**src/hw/tec_pkg.sv**
```systemverilog
// Shared constants for the thermal event output control block
package tec_pkg;
  localparam int unsigned      REG_AW           = 8;
  localparam int unsigned      DATA_W           = 16;
  localparam int unsigned      TEMP_W           = 13;
  // Register pointers
  localparam logic [7:0]       CFG_ADDR         = 8'h01;
  localparam logic [7:0]       UPPER_ADDR       = 8'h02;
  localparam logic [7:0]       LOWER_ADDR       = 8'h03;
  localparam logic [7:0]       CRIT_ADDR        = 8'h04;
  localparam logic [7:0]       TEMP_ADDR        = 8'h05;
  // Configuration field positions
  localparam int unsigned      CRIT_LOCK_BIT    = 7;
  localparam int unsigned      WIN_LOCK_BIT     = 6;
  localparam int unsigned      CLEAR_BIT        = 5;
  localparam int unsigned      FLAG_BIT         = 4;
  localparam int unsigned      ENABLE_BIT       = 3;
  localparam int unsigned      CRIT_ONLY_BIT    = 2;
  localparam int unsigned      POLARITY_BIT     = 1;
  localparam int unsigned      MODE_BIT         = 0;
  localparam int unsigned      HYST_LSB         = 9;
  localparam int unsigned      HYST_MSB         = 10;
  // Temperature status bit positions
  localparam int unsigned      BELOW_BIT        = 13;
  localparam int unsigned      ABOVE_BIT        = 14;
  localparam int unsigned      CRIT_BIT         = 15;
  // Writable bits of a boundary register (sign and value, rest reads zero)
  localparam logic [15:0]      BOUND_MASK       = 16'h1FFC;
  localparam logic [15:0]      BOUND_RESET      = 16'h0000;
  localparam logic [1:0]       HYST_RESET       = 2'h0;
  // Hysteresis in steps of 0.0625 degrees
  localparam logic [15:0]      HYST_0_0         = 16'h0000;
  localparam logic [15:0]      HYST_1_5         = 16'h0018;
  localparam logic [15:0]      HYST_3_0         = 16'h0030;
  localparam logic [15:0]      HYST_6_0         = 16'h0060;

  typedef enum logic [1:0] {
    TEC_HYST_NONE = 2'b00,
    TEC_HYST_1P5  = 2'b01,
    TEC_HYST_3P0  = 2'b10,
    TEC_HYST_6P0  = 2'b11
  } tec_hyst_t;
endpackage : tec_pkg

```
**src/hw/tec_link_if.sv**
```systemverilog
// Signals shared between the control core and its trip and alert helpers
interface tec_link_if;
  import tec_pkg::*;
  logic               sample;
  logic signed [15:0] temp;
  logic signed [15:0] hyst;
  logic [2:0]         trip;
  logic               mode_int;
  logic               crit_only;
  logic               out_enable;
  logic               polarity_high;
  logic               clear;
  logic               alert_flag;
  logic               alert_pin_low;

  modport core  (output sample, temp, hyst, mode_int, crit_only, out_enable,
                 polarity_high, clear, input trip, alert_flag, alert_pin_low);
  modport trip_side  (input sample, temp, hyst);
  modport alert_side (input trip, mode_int, crit_only, out_enable, polarity_high, clear,
                      output alert_flag, alert_pin_low);
endinterface : tec_link_if

```
**src/hw/tec_alert.sv**
```systemverilog
// Alert source selection, mode latch, enable and pin polarity
module tec_alert (
  input  wire logic     clock, // System clock
  input  wire logic     rst_n, // Async reset, active low
  tec_link_if.alert_side link  // Trip bits in, alert state out
);
  import tec_pkg::*;

  logic qual;
  logic qual_prev_reg;
  logic latch_reg;
  logic event_now;
  logic active;

  assign qual = link.crit_only ? link.trip[2] : (|link.trip);

  always_ff @(posedge clock or negedge rst_n) begin
    if (!rst_n) begin
      qual_prev_reg <= 1'b0;
    end else begin
      qual_prev_reg <= qual;
    end
  end

  // A new trip wins over a clear in the same cycle
  always_ff @(posedge clock or negedge rst_n) begin
    if (!rst_n) begin
      latch_reg <= 1'b0;
    end else if (!link.mode_int) begin
      latch_reg <= 1'b0;
    end else if (qual && !qual_prev_reg) begin
      latch_reg <= 1'b1;
    end else if (link.clear) begin
      latch_reg <= 1'b0;
    end
  end

  assign event_now = link.mode_int ? latch_reg : qual;
  assign active    = event_now && link.out_enable;

  always_ff @(posedge clock or negedge rst_n) begin
    if (!rst_n) begin
      link.alert_flag    <= 1'b0;
      link.alert_pin_low <= 1'b0;
    end else begin
      link.alert_flag    <= active;
      link.alert_pin_low <= link.polarity_high ? !active : active;
    end
  end
endmodule : tec_alert

```
**src/hw/tec_core.sv**
```systemverilog
// Configuration, boundary and trip status logic driving the alert pin
module tec_core (
  input  wire logic                            clock,       // 250 MHz clock
  input  wire logic                            rst_n,       // Power-on reset, active low
  input  wire logic [tec_pkg::REG_AW-1:0]      reg_addr,    // Register pointer
  input  wire logic                            reg_wr_en,   // Write strobe
  input  wire logic [tec_pkg::DATA_W-1:0]      reg_wr_data, // Write data
  input  wire logic                            reg_rd_en,   // Read strobe
  output logic      [tec_pkg::DATA_W-1:0]      reg_rd_data, // Read data, registered
  input  wire logic                            temp_valid,  // New conversion pulse
  input  wire logic [tec_pkg::TEMP_W-1:0]      temp_value,  // Signed temperature
  output logic                                 alert_o,     // Alert pin output level
  output logic                                 alert_oe     // Alert pin drive enable
);
  import tec_pkg::*;

  tec_link_if link ();

  logic        crit_lock_reg;
  logic        window_lock_reg;
  logic        alert_output_enable_reg;
  logic        critical_only_select_reg;
  logic        alert_polarity_reg;
  logic        alert_mode_select_reg;
  tec_hyst_t   hyst_reg;
  logic [15:0] upper_reg;
  logic [15:0] lower_reg;
  logic [15:0] crit_reg;
  logic [12:0] temp_reg;
  logic        any_lock;
  logic        cfg_wr;
  logic        clear_pulse_reg;
  logic [15:0] cfg_view;
  logic [15:0] rd_next;

  assign any_lock = crit_lock_reg || window_lock_reg;
  assign cfg_wr   = reg_wr_en && (reg_addr == CFG_ADDR);

  // Lock bits: set by one write, cleared only by reset
  always_ff @(posedge clock or negedge rst_n) begin
    if (!rst_n) begin
      crit_lock_reg   <= 1'b0;
      window_lock_reg <= 1'b0;
    end else if (cfg_wr) begin
      if (reg_wr_data[CRIT_LOCK_BIT]) begin
        crit_lock_reg <= 1'b1;
      end
      if (reg_wr_data[WIN_LOCK_BIT]) begin
        window_lock_reg <= 1'b1;
      end
    end
  end

  // Lockable control fields
  always_ff @(posedge clock or negedge rst_n) begin
    if (!rst_n) begin
      alert_output_enable_reg  <= 1'b0;
      critical_only_select_reg <= 1'b0;
      alert_polarity_reg       <= 1'b0;
      alert_mode_select_reg    <= 1'b0;
      hyst_reg                 <= TEC_HYST_NONE;
    end else if (cfg_wr && !any_lock) begin
      alert_output_enable_reg  <= reg_wr_data[ENABLE_BIT];
      critical_only_select_reg <= reg_wr_data[CRIT_ONLY_BIT];
      alert_polarity_reg       <= reg_wr_data[POLARITY_BIT];
      alert_mode_select_reg    <= reg_wr_data[MODE_BIT];
      hyst_reg                 <= tec_hyst_t'(reg_wr_data[HYST_MSB:HYST_LSB]);
    end
  end

  // Clear strobe, a one-cycle pulse; ignored outside interrupt mode
  always_ff @(posedge clock or negedge rst_n) begin
    if (!rst_n) begin
      clear_pulse_reg <= 1'b0;
    end else begin
      clear_pulse_reg <= cfg_wr && reg_wr_data[CLEAR_BIT] && alert_mode_select_reg;
    end
  end

  // Boundary registers
  always_ff @(posedge clock or negedge rst_n) begin
    if (!rst_n) begin
      upper_reg <= BOUND_RESET;
      lower_reg <= BOUND_RESET;
    end else if (reg_wr_en && !window_lock_reg) begin
      if (reg_addr == UPPER_ADDR) begin
        upper_reg <= reg_wr_data & BOUND_MASK;
      end
      if (reg_addr == LOWER_ADDR) begin
        lower_reg <= reg_wr_data & BOUND_MASK;
      end
    end
  end

  always_ff @(posedge clock or negedge rst_n) begin
    if (!rst_n) begin
      crit_reg <= BOUND_RESET;
    end else if (reg_wr_en && !crit_lock_reg && reg_addr == CRIT_ADDR) begin
      crit_reg <= reg_wr_data & BOUND_MASK;
    end
  end

  always_ff @(posedge clock or negedge rst_n) begin
    if (!rst_n) begin
      temp_reg <= '0;
    end else if (temp_valid) begin
      temp_reg <= temp_value;
    end
  end

  // Shared signals toward the helpers
  assign link.sample        = temp_valid;
  assign link.temp          = {{3{temp_value[TEMP_W-1]}}, temp_value};
  assign link.mode_int      = alert_mode_select_reg;
  assign link.crit_only     = critical_only_select_reg;
  assign link.out_enable    = alert_output_enable_reg;
  assign link.polarity_high = alert_polarity_reg;
  assign link.clear         = clear_pulse_reg;

  always_comb begin
    unique case (hyst_reg)
      TEC_HYST_NONE: link.hyst = HYST_0_0;
      TEC_HYST_1P5:  link.hyst = HYST_1_5;
      TEC_HYST_3P0:  link.hyst = HYST_3_0;
      TEC_HYST_6P0:  link.hyst = HYST_6_0;
    endcase
  end

  // Status bits 13, 14, 15 of the temperature reading
  tec_trip #(.ABOVE(1'b0), .STRICT(1'b0)) u_below (
    .clock     (clock),
    .rst_n     (rst_n),
    .link      (link),
    .threshold ({{3{lower_reg[12]}}, lower_reg[12:0]}),
    .status    (link.trip[0])
  );

  tec_trip #(.ABOVE(1'b1), .STRICT(1'b1)) u_above (
    .clock     (clock),
    .rst_n     (rst_n),
    .link      (link),
    .threshold ({{3{upper_reg[12]}}, upper_reg[12:0]}),
    .status    (link.trip[1])
  );

  tec_trip #(.ABOVE(1'b1), .STRICT(1'b0)) u_crit (
    .clock     (clock),
    .rst_n     (rst_n),
    .link      (link),
    .threshold ({{3{crit_reg[12]}}, crit_reg[12:0]}),
    .status    (link.trip[2])
  );

  tec_alert u_alert (
    .clock (clock),
    .rst_n (rst_n),
    .link  (link)
  );

  // Open-drain pin: drive low only
  assign alert_o  = 1'b0;
  assign alert_oe = link.alert_pin_low;

  always_comb begin
    cfg_view                    = '0;
    cfg_view[HYST_MSB:HYST_LSB] = hyst_reg;
    cfg_view[CRIT_LOCK_BIT]     = crit_lock_reg;
    cfg_view[WIN_LOCK_BIT]      = window_lock_reg;
    cfg_view[CLEAR_BIT]         = 1'b0;
    cfg_view[FLAG_BIT]          = link.alert_flag;
    cfg_view[ENABLE_BIT]        = alert_output_enable_reg;
    cfg_view[CRIT_ONLY_BIT]     = critical_only_select_reg;
    cfg_view[POLARITY_BIT]      = alert_polarity_reg;
    cfg_view[MODE_BIT]          = alert_mode_select_reg;
  end

  always_comb begin
    unique case (reg_addr)
      CFG_ADDR:   rd_next = cfg_view;
      UPPER_ADDR: rd_next = upper_reg;
      LOWER_ADDR: rd_next = lower_reg;
      CRIT_ADDR:  rd_next = crit_reg;
      TEMP_ADDR:  rd_next = {link.trip[2], link.trip[1], link.trip[0], temp_reg};
      default:    rd_next = '0;
    endcase
  end

  always_ff @(posedge clock or negedge rst_n) begin
    if (!rst_n) begin
      reg_rd_data <= '0;
    end else if (reg_rd_en) begin
      reg_rd_data <= rd_next;
    end
  end
endmodule : tec_core

```
**src/hw/tec_trip.sv**
```systemverilog
// One hysteresis-aware trip status bit
module tec_trip #(
  parameter bit ABOVE  = 1'b1,   // Sets on rising temperature
  parameter bit STRICT = 1'b0    // Set needs temp strictly above threshold
) (
  input  wire logic               clock,     // System clock
  input  wire logic               rst_n,     // Async reset, active low
  tec_link_if.trip_side           link,      // Shared sample and hysteresis
  input  wire logic signed [15:0] threshold, // Trip point, sign extended
  output logic                    status     // Trip status bit
);
  import tec_pkg::*;

  logic signed [15:0] low_point;
  logic signed [15:0] prev_temp_reg;
  logic               set_cond;
  logic               clr_cond;
  logic               rising;
  logic               falling;

  assign low_point = threshold - link.hyst;
  assign rising    = link.temp > prev_temp_reg;
  assign falling   = link.temp < prev_temp_reg;

  always_comb begin
    if (ABOVE) begin
      set_cond = STRICT ? (link.temp > threshold) : (link.temp >= threshold);
      clr_cond = link.temp <= low_point;
    end else begin
      set_cond = link.temp <= low_point;
      clr_cond = link.temp >= threshold;
    end
  end

  // Last sample gives the slope where a zero-width band makes both conditions true
  always_ff @(posedge clock or negedge rst_n) begin
    if (!rst_n) begin
      prev_temp_reg <= '0;
    end else if (link.sample) begin
      prev_temp_reg <= link.temp;
    end
  end

  always_ff @(posedge clock or negedge rst_n) begin
    if (!rst_n) begin
      status <= 1'b0;
    end else if (link.sample) begin
      if (set_cond && clr_cond) begin
        if (ABOVE ? rising : falling) begin
          status <= 1'b1;
        end else if (ABOVE ? falling : rising) begin
          status <= 1'b0;
        end
      end else if (set_cond) begin
        status <= 1'b1;
      end else if (clr_cond) begin
        status <= 1'b0;
      end
    end
  end
endmodule : tec_trip

```
**config.mk**
```make
export PLATFORM = sky130hd
export DESIGN_NAME = tec_core
export DESIGN_NICKNAME = d
export VERILOG_FILES = /design/src/hw/tec_pkg.sv /design/src/hw/tec_link_if.sv /design/src/hw/tec_alert.sv /design/src/hw/tec_core.sv /design/src/hw/tec_trip.sv
export SDC_FILE = /design/constraint.sdc
export NUM_CORES = 1
export LEC_CHECK = 0
export ABC_CLOCK_PERIOD_IN_PS = 3800
export BUFFER_PORTS_ARGS = -buffer_cell sky130_fd_sc_hd__buf_2
export CAP_MARGIN = 40
export CORE_MARGIN = 3
export CORE_UTILIZATION = 45
export CTS_BUF_LIST = sky130_fd_sc_hd__clkbuf_8
export DETAILED_ROUTE_END_ITERATION = 8
export GPL_TIMING_DRIVEN = 0
export PLACE_DENSITY_LB_ADDON = 0.08
export SETUP_SLACK_MARGIN = 0.02
export SYNTH_ARGS = -nofsm -noshare
export SYNTH_HDL_FRONTEND = slang
export SYNTH_SLANG_ARGS = --single-unit
```
**constraint.sdc**
```tcl
create_clock -name clock -period 3.8 [get_ports clock]
set_clock_uncertainty 0.05 [all_clocks]
set_input_delay 0.76 -clock clock [delete_from_list [all_inputs] [get_ports clock]]
set_output_delay 0.76 -clock clock [all_outputs]
set_load 0.02 [all_outputs]
```
# Yosys cells after proc, flatten, opt, wreduce, memory -nomap -nowiden
# Cells that the tools add are included.
# totals
ff_bits	91
input_bits	42
output_inout_bits	18
wordCells	95
# classes
n_addsub	3
n_lt_le_gt_ge	8
eq_ne	12
n_mux	21
reduce_logical	30
# op_table
cell	count
$pmux 16 s5	1
$pmux 16 s4	1
$le 13x16->1	3
$sub 13x16->16	3
$ge 13x13->1	2
$gt 13x13->1	2
$mux 1	19
$eq 8x2->1 const B	2
$eq 8x3->1 const B	2
$lt 13x13->1	1
$logic_and 1x1->1	12
$ne 3x1->1 const B	4
$reduce_and 3->1	3
$reduce_bool 3->1	3
$eq 8x1->1 const B	1
$reduce_and 2->1	4
$logic_not 1->1	5
$eq 2x2->1 const B	2
$reduce_or 3->1	1
$eq 2x1->1 const B	1
$logic_not 2->1	1
$logic_or 1x1->1	1

# Depth between registers and ports, before layout
# Gate-level depths: netlist of run 1.
# logic_depth
depth_word	7
mapped_depth	16
mapped_depth_nobuf	16

# By module
# A second synthesis of run 1 with hierarchy kept.
# unflattened
hier_cells	1212
area_unflattened_um2	11024.3
# by_module_without_submodules
module	instances	cells_per_inst	area_each_um2	seq_area_each_um2
tec_core	1	250	3260.6	1776.7
tec_trip at u_above	1	322	2576.2	425.4
tec_trip at u_crit	1	310	2512.4	425.4
tec_trip at u_below	1	315	2496.1	425.4
tec_alert	1	15	178.9	100.1

# Worst setup path before layout of run 1
# No wires, ideal clock.
# synth_path
path_kind	register to register
from	register hyst_reg[1]
to	register u_crit.status
setup_ps	140
arrival_ps	3182
required_time_ps	3610
setup_slack_ps	427
path_stages_with_launch	16
path_buffers	0
period_less_slack_ps	3373
cell_sequence	dfrtp_1 inv_1 ha_1 ha_1 nor2b_1 o21a_1 o21ai_0 nand2b_1 nor3_1 nor2_1 ha_1 and3_1 a211oi_1 o211ai_1 a2111oi_0 a211oi_1
# synth_via
elab_chain_cells	7
elab_cells_between_ends	12
classes_between	add/sub (1); order compare (1); eq/ne (4); mux (2); reduce/logical (4)
# synth_rtl
element	line	text
from (decl)	tec_core.sv:25	tec_hyst_t hyst_reg;
from (signal assigned)	tec_core.sv:67	hyst_reg <= tec_hyst_t'(reg_wr_data[HYST_MSB:HYST_LSB]);
$eq 2x2->1 (tied with other cells)	tec_core.sv:121	unique case (hyst_reg)
$pmux 16 s4 (*)	tec_core.sv:121	
$sub 13x16->16 (*)	tec_trip.sv:21	assign low_point = threshold - link.hyst;
$le 13x16->1 (*)	tec_trip.sv:28	clr_cond = link.temp <= low_point;
$logic_and 1x1->1	tec_trip.sv:48	if (set_cond && clr_cond) begin
$ne 3x1->1 (no source line) or $reduce_bool 3->1 (tied branches)	-	
$reduce_and 3->1 (no source line)	-	
to (signal assigned)	tec_trip.sv:46	status <= 1'b0;
to (signal assigned)	tec_trip.sv:50	status <= 1'b1;
to (signal assigned)	tec_trip.sv:52	status <= 1'b0;
to (decl)	tec_trip.sv:10	output logic status
# Every way passes the cells marked *; elsewhere a longest branch is shown, timed or not. The select of a mux whose other input is x is not followed.
# A chain may end at the register's enable or synchronous reset.

# Final worst setup path of run 1
# Same ends and word-level chain as after synthesis.

==> results of run 1 <==
## metal layers
layer	vias up	part of all wire (%)	global-route usage, %
met2	157	48	42.7
met1	2648	44	33.5
met3	29	5.4	3.92
met5	-	0	0
li1	2571	-	-
met4	0	2.7	8.68
## worst max-delay path, cell delays in order (launching register included)
cell and delay (ps):
dfrtp_1 410, inv_1 200, ha_4 260, ha_1 260, nor2b_1 130, o21a_1 180
o21ai_0 140, nand2b_1 170, nor3_2 260, nor2_1 80, ha_1 300, and3_1 220
a211oi_2 280, o211ai_1 150, a2111oi_1 360, a211oi_1 100
## power by group
part	leakage (nW)	internal [mW]	total, mW	switching [mW]
Sequential	0.902	0.891	0.962	0.0712
Combinational	2.40	0.241	0.602	0.361
Clock	0.110	0.366	0.704	0.337
Total	3.41	1.50	2.27	0.770
## synthesized netlist by cell type (all sizes together) (3+ instances only)
| library cell | instances | share of area (%) |
|---|---|---|
| xnor2 | 18 | 2.6 |
| a221oi | 6 | 0.86 |
| xor2 | 5 | 0.72 |
| nor2 | 32 | 2.2 |
| o211ai | 3 | 0.37 |
| and3 | 4 | 0.41 |
| nand2 | 74 | 4.8 |
| a222oi | 7 | 1.1 |
| nand3 | 16 | 1.3 |
| a21oi | 37 | 3.0 |
| nor2b | 10 | 1.0 |
| a22oi | 10 | 1.2 |
| inv | 67 | 4.1 |
| mux2 | 11 | 2.4 |
| clkbuf | 4 | 0.25 |
| dfrtp | 78 | 32 |
| buf | 14 | 1.4 |
| a22o | 4 | 0.57 |
| a21o | 8 | 0.98 |
| nor4 | 7 | 0.82 |
| fa | 3 | 0.98 |
| nand2b | 7 | 0.72 |
| a211oi | 10 | 1.2 |
| and4 | 3 | 0.43 |
| o21ai | 60 | 4.9 |
| a31oi | 11 | 1.1 |
| ha | 99 | 20 |
| nand3b | 3 | 0.37 |
| nand4 | 15 | 1.5 |
| o22ai | 8 | 0.82 |
| nor3 | 7 | 0.76 |
| a2111oi | 3 | 0.43 |
## per-stage QoR
step	utilization (%)	std cells	TNS, ps	hold slack, ps
6_report	53.4	915	0	282
5_1_grt	53.4	915	-62.1	306
4_1_cts	53.1	915	0	295
3_5_place_dp	51.1	898	-796	446
3_3_place_gp	50.9	897	-578	427
2_1_floorplan	-	672	0	405
## logic make-up after synthesis
kind of cell / after synthesis / synth area share, %
AOI/OAI and AO/OA: 182 / 18.8
xor gates and xnor gates: 23 / 3.30
other: 1 / 0.0615
buffers and inverters: 85 / 5.74
DFF: 78 / 32.0
muxes: 13 / 2.73
adders and majority gates: 102 / 21.3
and+or+nand+nor: 188 / 16.0
## path summary, 6_finish.rpt
kind	from	endpoint	slack, ps	cells past startpoint
min in group clock	alert_polarity_reg$_DFFE_PN0P_	u_alert.link.alert_pin_low$_DFF_PN0_	470	1
max in group asynchronous	rst_n	alert_output_enable_reg$_DFFE_PN0P_	2840	2
worst min register to register	alert_polarity_reg$_DFFE_PN0P_	u_alert.link.alert_pin_low$_DFF_PN0_	470	1
worst min-delay path	rst_n	reg_rd_data[8]$_DFFE_PN0P_	280	1
worst max register to register	hyst_reg[1]$_DFFE_PN0P_	u_crit.status$_DFFE_PN0P_	120	15
worst max-delay path	hyst_reg[1]$_DFFE_PN0P_	u_crit.status$_DFFE_PN0P_	120	15
## layout make-up
cell class | instances | area, um^2
Multi-Input combinational cell | 509 | 3870
Tap cell | 172 | 215
Inverter | 67 | 251
Fill cell | 1227 | 6030
Buffer | 18 | 98.8
Clock inverter | 7 | 90.1
Clock buffer | 9 | 124
Timing Repair Buffer | 55 | 303
Sequential cell | 78 | 1950
## what timing repair did
item / 4_1_cts / 5_1_grt
hold buffers: 0 / 0
setup buffers: 1 / 0
setup endpoints to repair: 3 / 3
resized for setup: 7 / 8
pin swaps: 0 / 0
## cells in the final DEF, fill, tap and decap left out, types with 6 or more instances in the layout
cell,instances
a222oi_1,7
o22ai_1,8
dfrtp_1,78
a21o_1,8
o21ai_1,10
nand2_1,72
buf_4,6
nor2b_1,10
inv_1,68
mux2_4,6
a211oi_1,9
buf_2,59
nand4_1,15
nand2b_1,7
clkbuf_8,9
a22oi_1,10
ha_1,98
a21oi_1,37
xnor2_1,18
nor2_1,29
nand3_1,16
a31oi_1,11
o21ai_0,48
==> results.yml, run 1 <==
run_status:
  outcome: "finished, final reports clean"
floorplanning:
  initial_utilization_pct: 47.2
  fp-row-count: 41
  io_pins: 60
  fp.coreArea_um2: 12900
  fp.dieW_um: 122
  dieArea_um2: 15000
  die_h_um: 122
finish:
  area_delta_synth_final_pct: 13.1
  fin_area_um2: 6900
  largest_reg_flops: 16
  drive_gt1_share_pct: 15.6
  diodes: 0
  final_nets: 882
route:
  drc_errors: 0
  drt_wl_total_mm: 18.5
  avgViaCountPerCell: 5.91
  vias: 5405
  detail-route-antenna-nets: 0
  drt_iter0_drc: 487
  drt_pre_antenna_iters: 5
  post_drt_wl_per_cell_um: 20.2
clocking:
  htreeDepth: 3
  root_buffer: "clkbuf_8"
  cts_made_buffers: 9
  path_clk_slew_ps: 90
  cts_sinks: 78
  insertion_delay_ps: 380
  cts_tree: "built"
  clock_path_buffers: 2
logic_synthesis:
  syn_area_um2: 6100
  syn_avg_cell_area_um2: 9.08
  synth_edf_count: 0
  synthFlopType: "dfrtp_1"
  synthDistinctLibCells: 66
  syn_inst: 672
  postSynth.asyncResetShare_pct: 100
  synthesis.nets: 816
  yosysWarnings: 0
  ys_seq_area_share_pct: 32.0
  ys_seq_elements: 78
critical_path:
  cp_max_fo: 4
  critPathRequiredTime_ps: 3990
  criticalPathCategory: "flip-flop to flip-flop"
  worstSetupStartpointType: "flip-flop"
  cp.arrival_ps: 3870
  worstSetupEndpointType: "flip-flop"
timing:
  fmax_mhz: 272
  tightest_slew_ps: 558
  slew_viol_final: 0
  fin_crit_ps: 3680
  finalCritPeriodShare_pct: 96.8
  worst_slack_ps: 121
  slew_headroom_pct: 61.8
  setup_viol_count_final: 0
  rsz0062_at_grt: "yes"
  hold_viol: 0
global_routing:
  antenna_found_initial: 0
  grt_pass1_vias: 5317
  track_usage_pct: 25.4
  grt_first_pass_wirelength_mm: 28.6
  overflow: 0
  grt_max_degree: 46
min_path:
  hold_class: "input port to asynchronous set/reset pin"
power:
  total_power_mw: 2.27
  vdd_drop_max_mv: 0.149
  p_leak_nw: 3.41
  p_per_area_nw_per_um2: 329
placed_design:
  dp_hpwl_mm: 15.0
  placed_area_um2: 6610
  io_buffers: 53
  pre_cts_slack_ps: -468
  gp_congestion: 0.878
job:
  drv_cap: 0
Power figures use the tool's default switching activity.
==> run 2: changes to the inputs <==
--- a/config.mk
+++ b/config.mk
@@ -5,9 +5,12 @@
 export SDC_FILE = /design/constraint.sdc
 export NUM_CORES = 1
 export LEC_CHECK = 0
+export ABC_AREA = 1
 export ABC_CLOCK_PERIOD_IN_PS = 3800
 export BUFFER_PORTS_ARGS = -buffer_cell sky130_fd_sc_hd__buf_2
 export CAP_MARGIN = 40
+export CELL_PAD_IN_SITES_DETAIL_PLACEMENT = 0
+export CELL_PAD_IN_SITES_GLOBAL_PLACEMENT = 1
 export CORE_MARGIN = 3
 export CORE_UTILIZATION = 45
 export CTS_BUF_LIST = sky130_fd_sc_hd__clkbuf_8
@@ -17,4 +20,5 @@
 export SETUP_SLACK_MARGIN = 0.02
 export SYNTH_ARGS = -nofsm -noshare
 export SYNTH_HDL_FRONTEND = slang
+export SYNTH_HIERARCHICAL = 1
 export SYNTH_SLANG_ARGS = --single-unit
==> run 2 against run 1 <==
Sequential share of layout area is 3.6 points lower. Hold slack worse by 120 ps. Power is 53% higher. Non-clock buffer count is 22 higher. Synthesized area is 86% higher. Sequential power is 52% higher. Synthesized cell count is 130% higher. Setup slack better by 140 ps. Flip-flop and latch count is 48 higher. Critical path depth is 5 higher. Critical endpoint is now u_crit/status$_DFFE_PN0P_.
==> results.yml, run 2 <==
route:
  avgViaCountPerCell: 5.04
  post_drt_wl_per_cell_um: 15.8
  vias: 10000
  drc_errors: 0
  drt_pre_antenna_iters: 5
  drt_wl_total_mm: 31.4
  drt_iter0_drc: 592
  detail-route-antenna-nets: 0
clocking:
  clock_path_buffers: 2
  insertion_delay_ps: 460
  cts_sinks: 126
  root_buffer: "clkbuf_8"
  cts_tree: "built"
  cts_hold_buf: 0
  cts_made_buffers: 17
  htreeDepth: 4
  path_clk_slew_ps: 100
finish:
  seqCellArea_um2: 3150
  fill_cells: 2518
  final_cells: 1986
  layout_commonest_cell: "nand2_1"
  drive_gt1_share_pct: 11.4
  post-route-util_pct: 51.9
  multiInputGateArea_um2: 7320
  final_nets: 1886
  area_delta_synth_final_pct: 12.2
  diodes: 0
  final_cell_mix: "353 x nand2_1, 237 x inv_1, 189 x ha_1"
floorplanning:
  die_h_um: 165
  fp.dieW_um: 165
  initial_utilization_pct: 46.2
  io_pins: 60
  dieArea_um2: 27200
  fp.coreArea_um2: 24600
  fp-row-count: 57
critical_path:
  worstSetupStartpointType: "flip-flop"
  path_buf_inv: 4
  cp_max_fo: 4
  critPathRequiredTime_ps: 4130
  critPathMaxStageDelay_ps: 410
  worstSetupEndpointType: "flip-flop"
  cpMaxStageDelayCell: "dfrtp_1"
  cp.arrival_ps: 3870
  crit_family: "simple AND/OR/NAND/NOR gates"
  crit_chain: "inv_1, ha_1, inv_2, inv_1, ha_1, nand2_1, o21ai_1, nor2_2, inv_2, a21o_4, nand3_2, nand2_2, xor2_2, ha_1, nand3_1, nor3_2, o21ai_1, nand3_1, nand3_1, a21oi_1"
  criticalPathCategory: "flip-flop to flip-flop"
logic_synthesis:
  postSynth.asyncResetShare_pct: 100
  synthDistinctLibCells: 48
  synthFlopType: "dfrtp_1"
  synth_most_common_cell: "nand2_1"
  syn_avg_cell_area_um2: 7.49
  ys_seq_area_share_pct: 27.7
  synth_common_cells: "353 x nand2_1, 238 x inv_1, 192 x ha_1, 126 x dfrtp_1, 108 x nand3_1"
  synthTopCellsByArea: "dfrtp_1 28%, ha_1 21%, nand2_1 12%, inv_1 7.9%, nand3_1 4.8%"
  syn_inst: 1519
  yosysWarnings: 6
  synth_top_area_share_pct: 27.7
  synth_edf_count: 0
  syn_area_um2: 11400
  synth_top_area_cell: "dfrtp_1"
  ys_seq_elements: 126
timing:
  fin_crit_ps: 3540
  slew_headroom_pct: 65.1
  fmax_mhz: 283
  setup_viol_count_final: 0
  rsz0062_at_grt: "yes"
  finalCritPeriodShare_pct: 93.1
  fin_tns_setup_ps: 0
  slew_viol_final: 0
  worst_slack_ps: 261
  tightest_slew_ps: 524
  hold_viol: 0
global_routing:
  antenna_found_initial: 0
  grt_first_pass_wirelength_mm: 50.6
  overflow: 0
  grt_pass1_vias: 9459
  track_usage_pct: 24.2
  grt_max_degree: 84
job:
  drv_cap: 0
placed_design:
  dp_hpwl_mm: 23.9
  pre_cts_slack_ps: -105
  dp_cells: 1949
  io_buffers: 53
  gp_congestion: 0.856
power:
  p_per_area_nw_per_um2: 271
  total_power_mw: 3.47
  vdd_drop_max_mv: 0.171
  p_leak_nw: 6.83
min_path:
  hold_class: "input port to asynchronous set/reset pin"
run_status:
  outcome: "finished, final reports clean"
-- run 2: cell types whose count changed after synthesis, sizes merged, moves of 16 or more --
cell	previous run	this run
nor2	32	80
inv	67	245
clkbuf	4	20
xor2	5	28
ha	99	192
nand2	74	366
a21oi	37	108
o21ai	60	125
nand3	16	110
dfrtp	78	126
-- run 2: path summary, 6_finish.rpt --
check	start	to	slack, ps	depth (start not counted)
hold reg to reg	clear_pulse_reg$_DFF_PN0_	u_alert/latch_reg$_DFFE_PN0P_	440	3
max in group asynchronous	rst_n	upper_reg[6]$_DFFE_PN0P_	2720	2
min in group clock	clear_pulse_reg$_DFF_PN0_	u_alert/latch_reg$_DFFE_PN0P_	440	3
setup / recovery	hyst_reg[0]$_DFFE_PN0P_	u_crit/status$_DFFE_PN0P_	260	20
hold / removal	rst_n	u_above/prev_temp_reg[9]$_DFFE_PN0P_	170	1
setup reg to reg	hyst_reg[0]$_DFFE_PN0P_	u_crit/status$_DFFE_PN0P_	260	20
-- run 2: kinds of logic (layout without fill, tap and decap cells) --
group / Yosys count / in the layout / share of synthesized area, %
AOI/OAI and AO/OA: 265 / 265 / 13.6
xor gates and xnor gates: 44 / 44 / 3.45
and+or+nand+nor: 594 / 594 / 22.5
other: 1 / 52 / 0.0330
adders and majority gates: 195 / 195 / 21.6
DFF: 126 / 126 / 27.7
buffers and inverters: 283 / 375 / 9.94
muxes: 11 / 11 / 1.09
-- run 2: per-stage QoR --
step | instance area, um^2 | hold slack, ps
finish | 12800 | 167
global route | 12800 | 168
CTS | 12700 | 162
detailed placement | 12300 | 419
global placement | 12200 | 412
floorplan | 11600 | 409
-- run 2: layout make-up --
cell class,count,share of cell area (%)
tap,324,3.17
sequential,126,24.7
clock buffer,17,1.83
multi-input combinational,1161,57.3
clock inverter,15,1.30
inverter,248,7.29
buffer,35,1.57
timing repair buffer,60,2.79
-- run 2: routing by layer --
metal | share of wire [%] | GRT usage (%) | vias to the layer above | wire length, um
met5 | 0 | 0 | - | 0
met4 | 1.5 | 5.34 | 0 | 484
met3 | 3.6 | 3.16 | 28 | 1130
met2 | 44 | 38.0 | 175 | 13800
met1 | 51 | 35.3 | 4623 | 16000
li1 | - | - | 5183 | -
-- run 2: timing repair --
item	in CTS	in global routing
pin swaps	1	5
buffers inserted	0	5
gates resized for setup	2	10
endpoints found under the setup margin	1	3
-- run 2: report_power, final --
group / switching, mW / internal [mW] / total [mW] / leakage (nW)
Sequential: 0.0476 / 1.42 / 1.46 / 1.51
Clock: 0.697 / 0.499 / 1.20 / 0.197
Combinational: 0.509 / 0.297 / 0.806 / 5.12
